[config.mk]
export PLATFORM = sky130hd
export DESIGN_NAME = ufp_fire_gen
export DESIGN_NICKNAME = d
export VERILOG_FILES = /design/src/hw/ufp_pkg.sv /design/src/hw/ufp_rate_gen.sv /design/src/hw/ufp_fire_gen.sv
export SDC_FILE = /design/constraint.sdc
export NUM_CORES = 1
export LEC_CHECK = 0
export BUFFER_PORTS_ARGS = -buffer_cell sky130_fd_sc_hd__clkbuf_2
export CORE_MARGIN = 2
export CORE_UTILIZATION = 61
export DETAILED_ROUTE_END_ITERATION = 12
export HOLD_SLACK_MARGIN = 0.12
export PLACE_DENSITY = 0.83
export SYNTH_ARGS = -nofsm -noshare
export SYNTH_HDL_FRONTEND = slang
export SYNTH_SLANG_ARGS = --single-unit
[constraint.sdc]
create_clock -name clock -period 5.81 [get_ports clock]
set_input_delay 1.162 -clock clock [delete_from_list [all_inputs] [get_ports clock]]
set_output_delay 1.162 -clock clock [all_outputs]
set_load 0.02 [all_outputs]
[src/hw/ufp_pkg.sv]
// Package of constants and types shared by the fire pulse generator files.
package ufp_pkg;

   // ---------------------------------------------------------------
   // Register map (register index on the write port)
   // ---------------------------------------------------------------
   localparam logic [2:0] REG_BURST_TIMING_CONFIG = 3'h0;
   localparam logic [2:0] REG_BURST_OUTPUT_CONFIG = 3'h5;

   // burst_output_config fields.
   localparam int PHASE_LSB      = 0;
   localparam int PHASE_W        = 16;
   localparam int REPEAT_LSB     = 16;
   localparam int REPEAT_W       = 3;
   localparam int DITHER_DIS_BIT = 19;
   localparam int HZ_A_BIT       = 21;
   localparam int HZ_B_BIT       = 22;
   localparam int INV_B_BIT      = 23;

   // burst_timing_config fields.
   localparam int COUNT_LSB = 0;
   localparam int COUNT_W   = 4;
   localparam int DIV_LSB   = 4;
   localparam int DIV_W     = 4;

   // Reset values.
   localparam logic [23:0] RST_OUTPUT_CONFIG = 24'h000000;
   localparam logic [23:0] RST_TIMING_CONFIG = 24'h000000;
   localparam logic [7:0]  RST_LFSR          = 8'hA5;

   // ---------------------------------------------------------------
   // Opcodes
   // ---------------------------------------------------------------
   localparam logic [7:0] OPC_BEGIN_CYCLE = 8'h01;
   localparam logic [7:0] OPC_INIT        = 8'h70;

   // ---------------------------------------------------------------
   // Timing
   // ---------------------------------------------------------------
   localparam int CLK_PERIOD_NS = 50;
   localparam int QUIET_TIME_NS = 5000;
   localparam int QUIET_CYCLES  = (QUIET_TIME_NS + CLK_PERIOD_NS - 1) / CLK_PERIOD_NS;
   localparam int QUIET_W       = 7;
   localparam logic [QUIET_W-1:0] QUIET_LAST = QUIET_W'(QUIET_CYCLES - 1);

   // ---------------------------------------------------------------
   // Types
   // ---------------------------------------------------------------
   typedef enum logic [1:0] {
      ST_IDLE   = 2'b00,
      ST_DITHER = 2'b01,
      ST_PULSE  = 2'b10,
      ST_ECHO   = 2'b11
   } ufp_state_e;

   typedef struct packed {
      logic        en;
      logic [2:0]  addr;
      logic [23:0] data;
   } ufp_reg_wr_s;

   typedef struct packed {
      logic       valid;
      logic [7:0] code;
   } ufp_cmd_s;

   typedef struct packed {
      logic drive_out_a;
      logic drive_out_a_oe_n;
      logic drive_out_b;
      logic drive_out_b_oe_n;
   } ufp_drive_s;

endpackage

[src/hw/ufp_rate_gen.sv]
// Pulse clock rate generator: doubled base rate divided by setting plus one.
`timescale 1ns/1ns
module ufp_rate_gen
   import ufp_pkg::*;
(
   input  wire logic         clock, // Predivided fast clock.
   input  wire logic         rst,   // Asynchronous reset, active high.
   input  wire logic         run,   // Count while high, clear while low.
   input  wire logic [3:0]   div,   // Burst clock divider setting.
   output logic              tick   // One pulse clock period has elapsed.
);
   import ufp_pkg::*;

   typedef struct packed {
      logic [4:0] acc;
   } ufp_rate_s;

   ufp_rate_s r;
   ufp_rate_s next_r;
   logic [4:0] modulus;
   logic [4:0] sum;

   // A zero setting is forbidden; it is treated as one so the block never stalls.
   assign modulus = (div == 4'h0) ? 5'h02 : {1'b0, div} + 5'h01;
   assign sum     = r.acc + 5'h02;
   assign tick    = run && (sum >= modulus);

   // Adding two per cycle is the doubling; odd ratios give edges on alternate
   // cycle boundaries, which is the closest a single clock domain can get.
   always_comb begin
      next_r = r;
      if (!run) begin
         next_r.acc = 5'h00;
      end else if (sum >= modulus) begin
         next_r.acc = sum - modulus;
      end else begin
         next_r.acc = sum;
      end
   end

   always_ff @(posedge clock or posedge rst) begin
      if (rst) begin
         r <= '0;
      end else begin
         r <= next_r;
      end
   end

   property p_div_one_every_cycle;
      @(posedge clock) disable iff (rst)
      (run && $past(run) && div == 4'h1) |-> tick;
   endproperty
   a_div_one_every_cycle: assert property (p_div_one_every_cycle) else $error("ratio 2 must tick every cycle");

   property p_div_fifteen_spacing;
      @(posedge clock) disable iff (rst)
      (run && tick && div == 4'hF) ##1 (run && div == 4'hF)[*7] |-> !tick;
   endproperty
   a_div_fifteen_spacing: assert property (p_div_fifteen_spacing) else $error("ratio 16 ticked too early");

endmodule

[src/hw/ufp_fire_gen.sv]
// Ultrasonic fire pulse generator: burst sequencing, phases, drivers, repetition.
`timescale 1ns/1ns
module ufp_fire_gen
   import ufp_pkg::*;
(
   input  wire logic              clock,   // Fast clock after its predivider.
   input  wire logic              rst,     // Asynchronous reset, active high.
   input  wire ufp_pkg::ufp_reg_wr_s reg_wr,  // Register write strobe, index, data.
   input  wire ufp_pkg::ufp_cmd_s    cmd,     // Opcode strobe and code.
   input  wire logic              echo_in, // Received echo sequence.
   output ufp_pkg::ufp_drive_s    drive,   // Pulse outputs and their enables.
   output logic                   busy     // Burst or repetition in progress.
);
   import ufp_pkg::*;

   typedef struct packed {
      ufp_state_e          state;
      logic [23:0]         out_cfg;
      logic [23:0]         tim_cfg;
      logic [3:0]          pulse_idx;
      logic                half;
      logic                level;
      logic [2:0]          rep_left;
      logic [QUIET_W-1:0]  quiet_cnt;
      logic [3:0]          echo_cnt;
      logic                echo_prev;
      logic [7:0]          lfsr;
      logic [1:0]          dith_cnt;
   } ufp_fire_s;

   ufp_fire_s r;
   ufp_fire_s next_r;

   logic [15:0] phase;
   logic [2:0]  repeat_cfg;
   logic        dither_dis;
   logic        hz_a;
   logic        hz_b;
   logic        inv_b;
   logic [3:0]  pulse_cnt;
   logic [3:0]  div_cfg;
   logic        tick;
   logic        start;
   logic        abort;
   logic        echo_gate;
   logic        raw;

   assign phase      = r.out_cfg[PHASE_LSB +: PHASE_W];
   assign repeat_cfg = r.out_cfg[REPEAT_LSB +: REPEAT_W];
   assign dither_dis = r.out_cfg[DITHER_DIS_BIT];
   assign hz_a       = r.out_cfg[HZ_A_BIT];
   assign hz_b       = r.out_cfg[HZ_B_BIT];
   assign inv_b      = r.out_cfg[INV_B_BIT];
   assign pulse_cnt  = r.tim_cfg[COUNT_LSB +: COUNT_W];
   assign div_cfg    = r.tim_cfg[DIV_LSB +: DIV_W];

   assign start = cmd.valid && (cmd.code == OPC_BEGIN_CYCLE);
   assign abort = cmd.valid && (cmd.code == OPC_INIT);

   // ---------------------------------------------------------------
   // Pulse clock
   // ---------------------------------------------------------------
   ufp_rate_gen u_rate (
      .clock (clock),
      .rst   (rst),
      .run   (r.state == ST_PULSE),
      .div   (div_cfg),
      .tick  (tick)
   );

   // ---------------------------------------------------------------
   // Sequencer
   // ---------------------------------------------------------------
   // Echo pulses beyond the programmed count are blocked from the drivers.
   assign echo_gate = (r.echo_cnt < pulse_cnt);

   always_comb begin
      next_r           = r;
      next_r.echo_prev = echo_in;
      next_r.lfsr      = {r.lfsr[6:0], r.lfsr[7] ^ r.lfsr[5] ^ r.lfsr[4] ^ r.lfsr[3]};
      if (reg_wr.en && reg_wr.addr == REG_BURST_OUTPUT_CONFIG) begin
         next_r.out_cfg = reg_wr.data;
      end
      if (reg_wr.en && reg_wr.addr == REG_BURST_TIMING_CONFIG) begin
         next_r.tim_cfg = reg_wr.data;
      end
      case (r.state)
         ST_IDLE: begin
            next_r.level = 1'b0;
            // A zero pulse count leaves the generator switched off.
            if (start && pulse_cnt != 4'h0) begin
               next_r.pulse_idx = 4'h0;
               next_r.half      = 1'b0;
               next_r.rep_left  = repeat_cfg;
               if (!dither_dis) begin
                  next_r.state    = ST_DITHER;
                  next_r.dith_cnt = r.lfsr[1:0];
               end else begin
                  next_r.state = ST_PULSE;
                  next_r.level = phase[0];
               end
            end
         end
         ST_DITHER: begin
            // The random delay moves the burst against the measuring clock
            // so that averaged results hit different quantisation steps.
            if (r.dith_cnt == 2'h0) begin
               next_r.state = ST_PULSE;
               next_r.level = phase[0];
            end else begin
               next_r.dith_cnt = r.dith_cnt - 2'h1;
            end
         end
         ST_PULSE: begin
            if (tick) begin
               if (!r.half) begin
                  next_r.half  = 1'b1;
                  next_r.level = ~phase[r.pulse_idx];
               end else if (r.pulse_idx + 4'h1 == pulse_cnt) begin
                  next_r.level     = 1'b0;
                  next_r.quiet_cnt = '0;
                  next_r.echo_cnt  = 4'h0;
                  next_r.state     = (r.rep_left != 3'h0) ? ST_ECHO : ST_IDLE;
               end else begin
                  next_r.half      = 1'b0;
                  next_r.pulse_idx = r.pulse_idx + 4'h1;
                  next_r.level     = phase[r.pulse_idx + 4'h1];
               end
            end
         end
         ST_ECHO: begin
            if (r.echo_prev && !echo_in && echo_gate) begin
               next_r.echo_cnt = r.echo_cnt + 4'h1;
            end
            // Quiet time only counts once an echo has arrived, since the
            // flight itself is usually longer than the quiet window.
            if (echo_in || r.echo_cnt == 4'h0) begin
               next_r.quiet_cnt = '0;
            end else if (r.quiet_cnt == QUIET_LAST) begin
               next_r.quiet_cnt = '0;
               next_r.echo_cnt  = 4'h0;
               next_r.rep_left  = r.rep_left - 3'h1;
               if (r.rep_left == 3'h1) begin
                  next_r.state = ST_IDLE;
               end
            end else begin
               next_r.quiet_cnt = r.quiet_cnt + QUIET_W'(1);
            end
         end
         default: begin
            next_r.state = ST_IDLE;
         end
      endcase
      // Init is the only way out of a repetition whose echo never comes.
      if (abort) begin
         next_r.state = ST_IDLE;
         next_r.level = 1'b0;
      end
   end

   always_ff @(posedge clock or posedge rst) begin
      if (rst) begin
         r           <= '0;
         r.state     <= ST_IDLE;
         r.out_cfg   <= RST_OUTPUT_CONFIG;
         r.tim_cfg   <= RST_TIMING_CONFIG;
         r.lfsr      <= RST_LFSR;
      end else begin
         r <= next_r;
      end
   end

   // ---------------------------------------------------------------
   // Output drivers
   // ---------------------------------------------------------------
   // The echo path is combinational on purpose: re-emission must not wait a clock.
   assign raw                    = (r.state == ST_ECHO) ? (echo_in && echo_gate) : r.level;
   assign drive.drive_out_a      = raw;
   assign drive.drive_out_b      = raw ^ inv_b;
   assign drive.drive_out_a_oe_n = hz_a;
   assign drive.drive_out_b_oe_n = hz_b;
   assign busy                   = (r.state != ST_IDLE);

   // ---------------------------------------------------------------
   // Assertions
   // ---------------------------------------------------------------
   property p_zero_count_off;
      @(posedge clock) disable iff (rst)
      (r.state == ST_IDLE && start && pulse_cnt == 4'h0) |=> (r.state == ST_IDLE);
   endproperty
   a_zero_count_off: assert property (p_zero_count_off) else $error("zero count must not start");

   property p_start_no_dither;
      @(posedge clock) disable iff (rst)
      (r.state == ST_IDLE && start && !abort && pulse_cnt != 4'h0 && dither_dis) |=>
         (r.state == ST_PULSE && r.level == $past(phase[0]));
   endproperty
   a_start_no_dither: assert property (p_start_no_dither) else $error("burst did not start on opcode");

   property p_dither_bounded;
      @(posedge clock) disable iff (rst)
      (r.state == ST_IDLE && start && !abort && pulse_cnt != 4'h0 && !dither_dis) |=>
         (r.state == ST_DITHER) ##[1:4] (r.state == ST_PULSE || abort);
   endproperty
   a_dither_bounded: assert property (p_dither_bounded) else $error("dither shift out of range");

   property p_idle_low;
      @(posedge clock) disable iff (rst)
      (r.state == ST_IDLE) |-> (!drive.drive_out_a && drive.drive_out_b == inv_b);
   endproperty
   a_idle_low: assert property (p_idle_low) else $error("outputs not at rest level");

   property p_drv_cfg;
      @(posedge clock) disable iff (rst)
      (reg_wr.en && reg_wr.addr == REG_BURST_OUTPUT_CONFIG) |=>
         ((drive.drive_out_a ^ drive.drive_out_b) == $past(reg_wr.data[INV_B_BIT])
          && drive.drive_out_a_oe_n == $past(reg_wr.data[HZ_A_BIT])
          && drive.drive_out_b_oe_n == $past(reg_wr.data[HZ_B_BIT]));
   endproperty
   a_drv_cfg: assert property (p_drv_cfg) else $error("output B inversion wrong");

   property p_half_stable;
      @(posedge clock) disable iff (rst)
      (r.state == ST_PULSE && !tick && !abort) |=> $stable(r.level) && $stable(r.half);
   endproperty
   a_half_stable: assert property (p_half_stable) else $error("pulse level moved without pulse clock");

   property p_second_half;
      @(posedge clock) disable iff (rst)
      (r.state == ST_PULSE && tick && !r.half && !abort) |=>
         (r.half && r.level == !$past(phase[r.pulse_idx]));
   endproperty
   a_second_half: assert property (p_second_half) else $error("second half has wrong level");

   property p_echo_pass;
      @(posedge clock) disable iff (rst)
      (r.state == ST_ECHO && echo_gate) |-> (drive.drive_out_a == echo_in);
   endproperty
   a_echo_pass: assert property (p_echo_pass) else $error("echo not forwarded at once");

   property p_echo_block;
      @(posedge clock) disable iff (rst)
      (r.state == ST_ECHO && !echo_gate) |-> !drive.drive_out_a;
   endproperty
   a_echo_block: assert property (p_echo_block) else $error("extra echo pulse forwarded");

   property p_quiet_end;
      @(posedge clock) disable iff (rst)
      (r.state == ST_ECHO && r.quiet_cnt == QUIET_LAST && !echo_in && r.echo_cnt != 4'h0 && !abort) |=>
         (r.rep_left == $past(r.rep_left) - 3'h1 && r.quiet_cnt == '0);
   endproperty
   a_quiet_end: assert property (p_quiet_end) else $error("quiet time did not end repetition");

   property p_rep_step;
      @(posedge clock) disable iff (rst)
      (r.state == ST_ECHO && $changed(r.rep_left)) |-> (r.rep_left == $past(r.rep_left) - 3'h1);
   endproperty
   a_rep_step: assert property (p_rep_step) else $error("repeat count jumped");

   property p_rep_load;
      @(posedge clock) disable iff (rst)
      (r.state == ST_IDLE && start && !abort && pulse_cnt != 4'h0) |=>
         (r.rep_left == $past(repeat_cfg));
   endproperty
   a_rep_load: assert property (p_rep_load) else $error("repeat count not loaded at start");

   property p_pulse_end;
      @(posedge clock) disable iff (rst)
      (r.state == ST_PULSE && tick && r.half && r.pulse_idx + 4'h1 == pulse_cnt && !abort) |=>
         (!r.level && (r.state == ST_IDLE || r.state == ST_ECHO));
   endproperty
   a_pulse_end: assert property (p_pulse_end) else $error("burst did not end after last pulse");

   property p_abort_idle;
      @(posedge clock) disable iff (rst)
      abort |=> (r.state == ST_IDLE && !r.level);
   endproperty
   a_abort_idle: assert property (p_abort_idle) else $error("init did not return to rest");

   c_burst_done: cover property (@(posedge clock) disable iff (rst)
      (r.state == ST_PULSE) ##1 (r.state == ST_IDLE));
   c_echo_mode: cover property (@(posedge clock) disable iff (rst)
      (r.state == ST_PULSE) ##1 (r.state == ST_ECHO));
   c_dither: cover property (@(posedge clock) disable iff (rst)
      (r.state == ST_DITHER) ##1 (r.state == ST_PULSE));
   c_rep_over: cover property (@(posedge clock) disable iff (rst)
      (r.state == ST_ECHO) ##1 (r.state == ST_IDLE));
   c_abort: cover property (@(posedge clock) disable iff (rst)
      (abort && r.state != ST_IDLE) ##1 (r.state == ST_IDLE));

endmodule

==> metrics.md <==
| Metric | Value |
|---|---|
| Initial core utilization | `62.9%` |
| Resized cells post-CTS | `0` |
| Register-to-Register Path Depth | `12` |
| Worst R2R End | `r[12]` |
| Post-Place Cells | `472` |
| Vias after detailed routing | `2916` |
| Power Total | `0.00182 W` |
| TritonCTS clock tree | `yes` |
| Clock skew | `0.00655 ns` |
| Launch point of the critical path | `div_cfg[0]` |
| Routed wire length per instance | `16.4 um` |
| Router iterations before antenna repair | `4` |
| Number of enable flip-flop cells after synthesis | `0` |
| Worst reg-to-reg setup slack | `2.14 ns` |
| Hold depth | `0` |
| Data arrival at the endpoint of the critical path | `3.92 ns` |
| Antenna-violating nets left | `0` |
| Fin nets | `470` |
| Residual DRC count | `0` |
| Number of buffers and inverters on the critical path | `1` |
| CTS max path bufs | `2` |
| Proportion of synthesized chip area in sequential cells | `43.6%` |
| Clock tree sinks | `69` |
| Fin util | `69.8%` |
| Initial antenna violation count | `0` |
| IR drop worst, VDD | `0.000232 V` |
| DP HPWL | `around 5.8 mm` |
| Slew @ Worst Pin | `1.07 ns` |
| Final setup violation count | `0` |
| Top cells by area, synth | `dfrtp_1 41%, mux2_2 7.4%, ha_1 7.3%, mux4_2 5.7%, o21ai_0 4.2%` |
| Main synth FF type | `dfrtp_1` |
| Netlist area before placement | `0.00397 mm^2` |
| ANT cells | `0` |
| Aggregate negative setup slack | `0 ns` |
| Finished Layout Cells | `just under 500` |
| Worst Path Required | `between 6 and 7 ns` |
| Count of pins on the block boundary | `45` |
| LEAKAGE | `1.99 nW` |
| Area leader, netlist | `dfrtp_1` |
| Setup repair bufs after CTS | `0` |
| Total of warnings raised by yosys | `0` |
| Maximum clock frequency | `272 MHz` |
| CTS H-tree lvls | `3` |
| Root Buffer | `clkbuf_8` |
| Worst hold path endpoint | `r[9]` |
| Crit Path Category | `reg2reg` |
| Via-to-Cell Ratio | `5.98` |
| Largest net degree at the start of global routing | `70` |
| Sequence of cells on the critical path | `inv_1, ha_1, nor2b_1, nor2b_1, nor2_1, ha_1, and4_1, nor4_1, a211o_1, a2bb2oi_1, nor2_1, a32o_1` |
| Fraction of registers with async set/reset | `100%` |
| Leftover overflow at the end of global routing | `0` |
| Largest delay contributor family on the critical path | `compound AO/OA/AOI/OAI gates` |
| Synthesized area per cell | `11.0 um^2` |
| Power Dens Cells | `414 mW/mm^2` |
| Clock slew seen by the registers of the worst setup and hold paths | `0.08 ns` |
| Synth Instances | `361` |
| Post-Syn Nets | `425` |
| Number of hold-slack violations in the final timing report | `0` |
| Clock period minus worst slack | `3.67 ns` |
| Total count of max-transition violations in the final report | `0` |
| Delay of the slowest cell on the worst path | `0.69 ns` |
| Area of all placed cells without fillers | `0.00441 mm^2` |
| Number of design-rule violations left by the first detailed-router iteration | `161` |
| Number of distinct library cells after synthesis | `54` |
| Kind of launch point of the worst setup path | `flop` |
| Last weighted congestion value of the routability-driven placer | `between 0.8 and 0.9` |
| Start of the worst register-to-register path | `div_cfg[0]` |
| Die Span Y | `between 80 and 90 um` |
| Number of global-route vias before repair | `3115` |
| Horizontal die dimension | `84.7 um` |
| Overall die area | `just over 0.007 mm^2` |
| Count of fill cells added during filler insertion | `484` |
| Hold path start | `next_r[9]` |
| Outcome | `finished clean` |
| Relative slew slack | `28.8%` |
| Count of maximum capacitance violations | `0` |
| Count of buffers from port buffering | `43` |
| Tcrit/Tclk final | `63.2%` |
| Synthesis-to-finish area growth | `11.1%` |
| Hold Path Class | `reg2reg` |
| Cell area after placement | `around 0.0042 mm^2` |
| Critical-path maximum fanout | `10` |
| Clock latency on the worst-skew pair | `0.35 ns` |
| Post-CTS Hold Buffers | `0` |
| Number of synthesized register bits | `69` |
| Std-Cell Rows | `29` |
| Fraction of layout cells with a size suffix above 1 | `between 20% and 30%` |
| Total wirelength of the detailed-routed design | `8.00 mm` |
| Kind of end point of the critical path | `flop` |
| Critical path's slowest cell | `a2bb2oi_1` |
| Unrepaired setup endpoints after global routing | `no` |
| Share of the synthesized area in the top cell type | `41.0%` |
| Global-route wire length before repair | `between 10 and 15 mm` |
| Core Area | `~0.0063 mm^2` |
| Number of buffers created by CTS | `9` |
| Overall Global Routing Usage | `~25%` |
==> final cells by class <==
type / count / area (um^2) / share of cell area, %
Sequential cell: 69 / 1730 / 39.3
Timing Repair Buffer: 46 / 238 / 5.39
Clock buffer: 10 / 128 / 2.89
Tap cell: 77 / 96.3 / 2.19
Multi-Input combinational cell: 252 / 2070 / 47.0
Clock inverter: 6 / 40.0 / 0.908
Inverter: 28 / 105 / 2.38
==> worst max path at each step <==
stage,end,slack [ns],cells past startpoint
after floorplan,r[80],2.51,6
after global placement,r[12],2.22,12
after detailed placement,r[12],2.17,12
after CTS,r[12],2.15,12
after global routing,r[20],1.84,12
final,r[12],2.14,12
==> worst register-to-register path, delay by kind of cell (launching register included) <==
kind / cells / cell delay [ns]
flip-flops: 1 / 0.40
AO/OA/AOI/OAI: 3 / 1.32
buffers and inverters: 1 / 0.07
adder cells (fa/ha/maj): 2 / 0.46
AND/OR/NAND/NOR: 6 / 1.31
==> sequential cells by signal, indices dropped and copies added (netlist names) <==
signal      cells
drive           2
u_rate.r        5
r              29
phase          16
next_r          7
dither_dis      1
inv_b           1
div_cfg         4
pulse_cnt       4
==> placed cells by master (no fill, tap or decap), drive strengths merged, types with 4 or more instances in the layout <==
cell    Yosys  layout
nand2      21      21
clkinv      1       6
mux2       26      26
nand2b     10      10
inv        27      27
mux2i       5       5
nor4        4       4
a21o        6       6
clkbuf      7      53
ha         23      23
xor2        7       7
xnor2       7       7
o21ai      34      34
and3        4       4
dfrtp      65      65
a211oi      7       7
nor2       15      15
dfstp       4       4
mux4       10      10
a21oi      11      11
a32o        4       4
nor2b       5       5
nand3      12      12
nor3        5       5
==> through the flow <==
stage	hold slack [ns]	worst slack [ns]
after CTS	0.365	2.15
final	0.360	2.14
after detailed placement	0.339	2.17
after floorplan	0.333	2.51
after global routing	0.372	1.84
after global placement	0.343	2.22
==> power breakdown <==
part           switching, W  internal (W)
Clock              0.000186      0.000154
Combinational      0.000443      0.000372
Sequential        0.0000926      0.000576
==> cell families after synthesis <==
| logic type | synth area share (%) |
|---|---|
| mux | 14.3 |
| buf+inv | 4.35 |
| compound gates | 13.7 |
| xor+xnor | 3.66 |
| flops | 43.6 |
| fa+ha+maj | 7.76 |
| simple gates | 12.6 |
==> layer usage <==
metal	vias up	GRT usage, %	wire (um)
met2	63	41.9	4080
li1	1410	-	-
met3	13	5.80	315
met5	-	0	0
met1	1430	30.7	3480
met4	0	8.80	120
==> Yosys cell counts (all sizes together), types with 2 or more instances <==
cell type   n
o21ai      34
nand3      12
a21oi      11
xor2        7
inv        27
or4b        2
buf         5
a2111oi     2
dfstp       4
mux4       10
nand4b      2
nor4        4
mux2       26
xnor2       7
a21o        6
nor2b       5
nand2b     10
clkbuf      7
mux2i       5
nor3        5
o22ai       3
dfrtp      65
nand4       2
nor4b       2
a211oi      7
ha         23
nand2      21
o31ai       3
a32o        4
nor2       15
and4        3
and3        4
(Power assumes the default switching activity.)
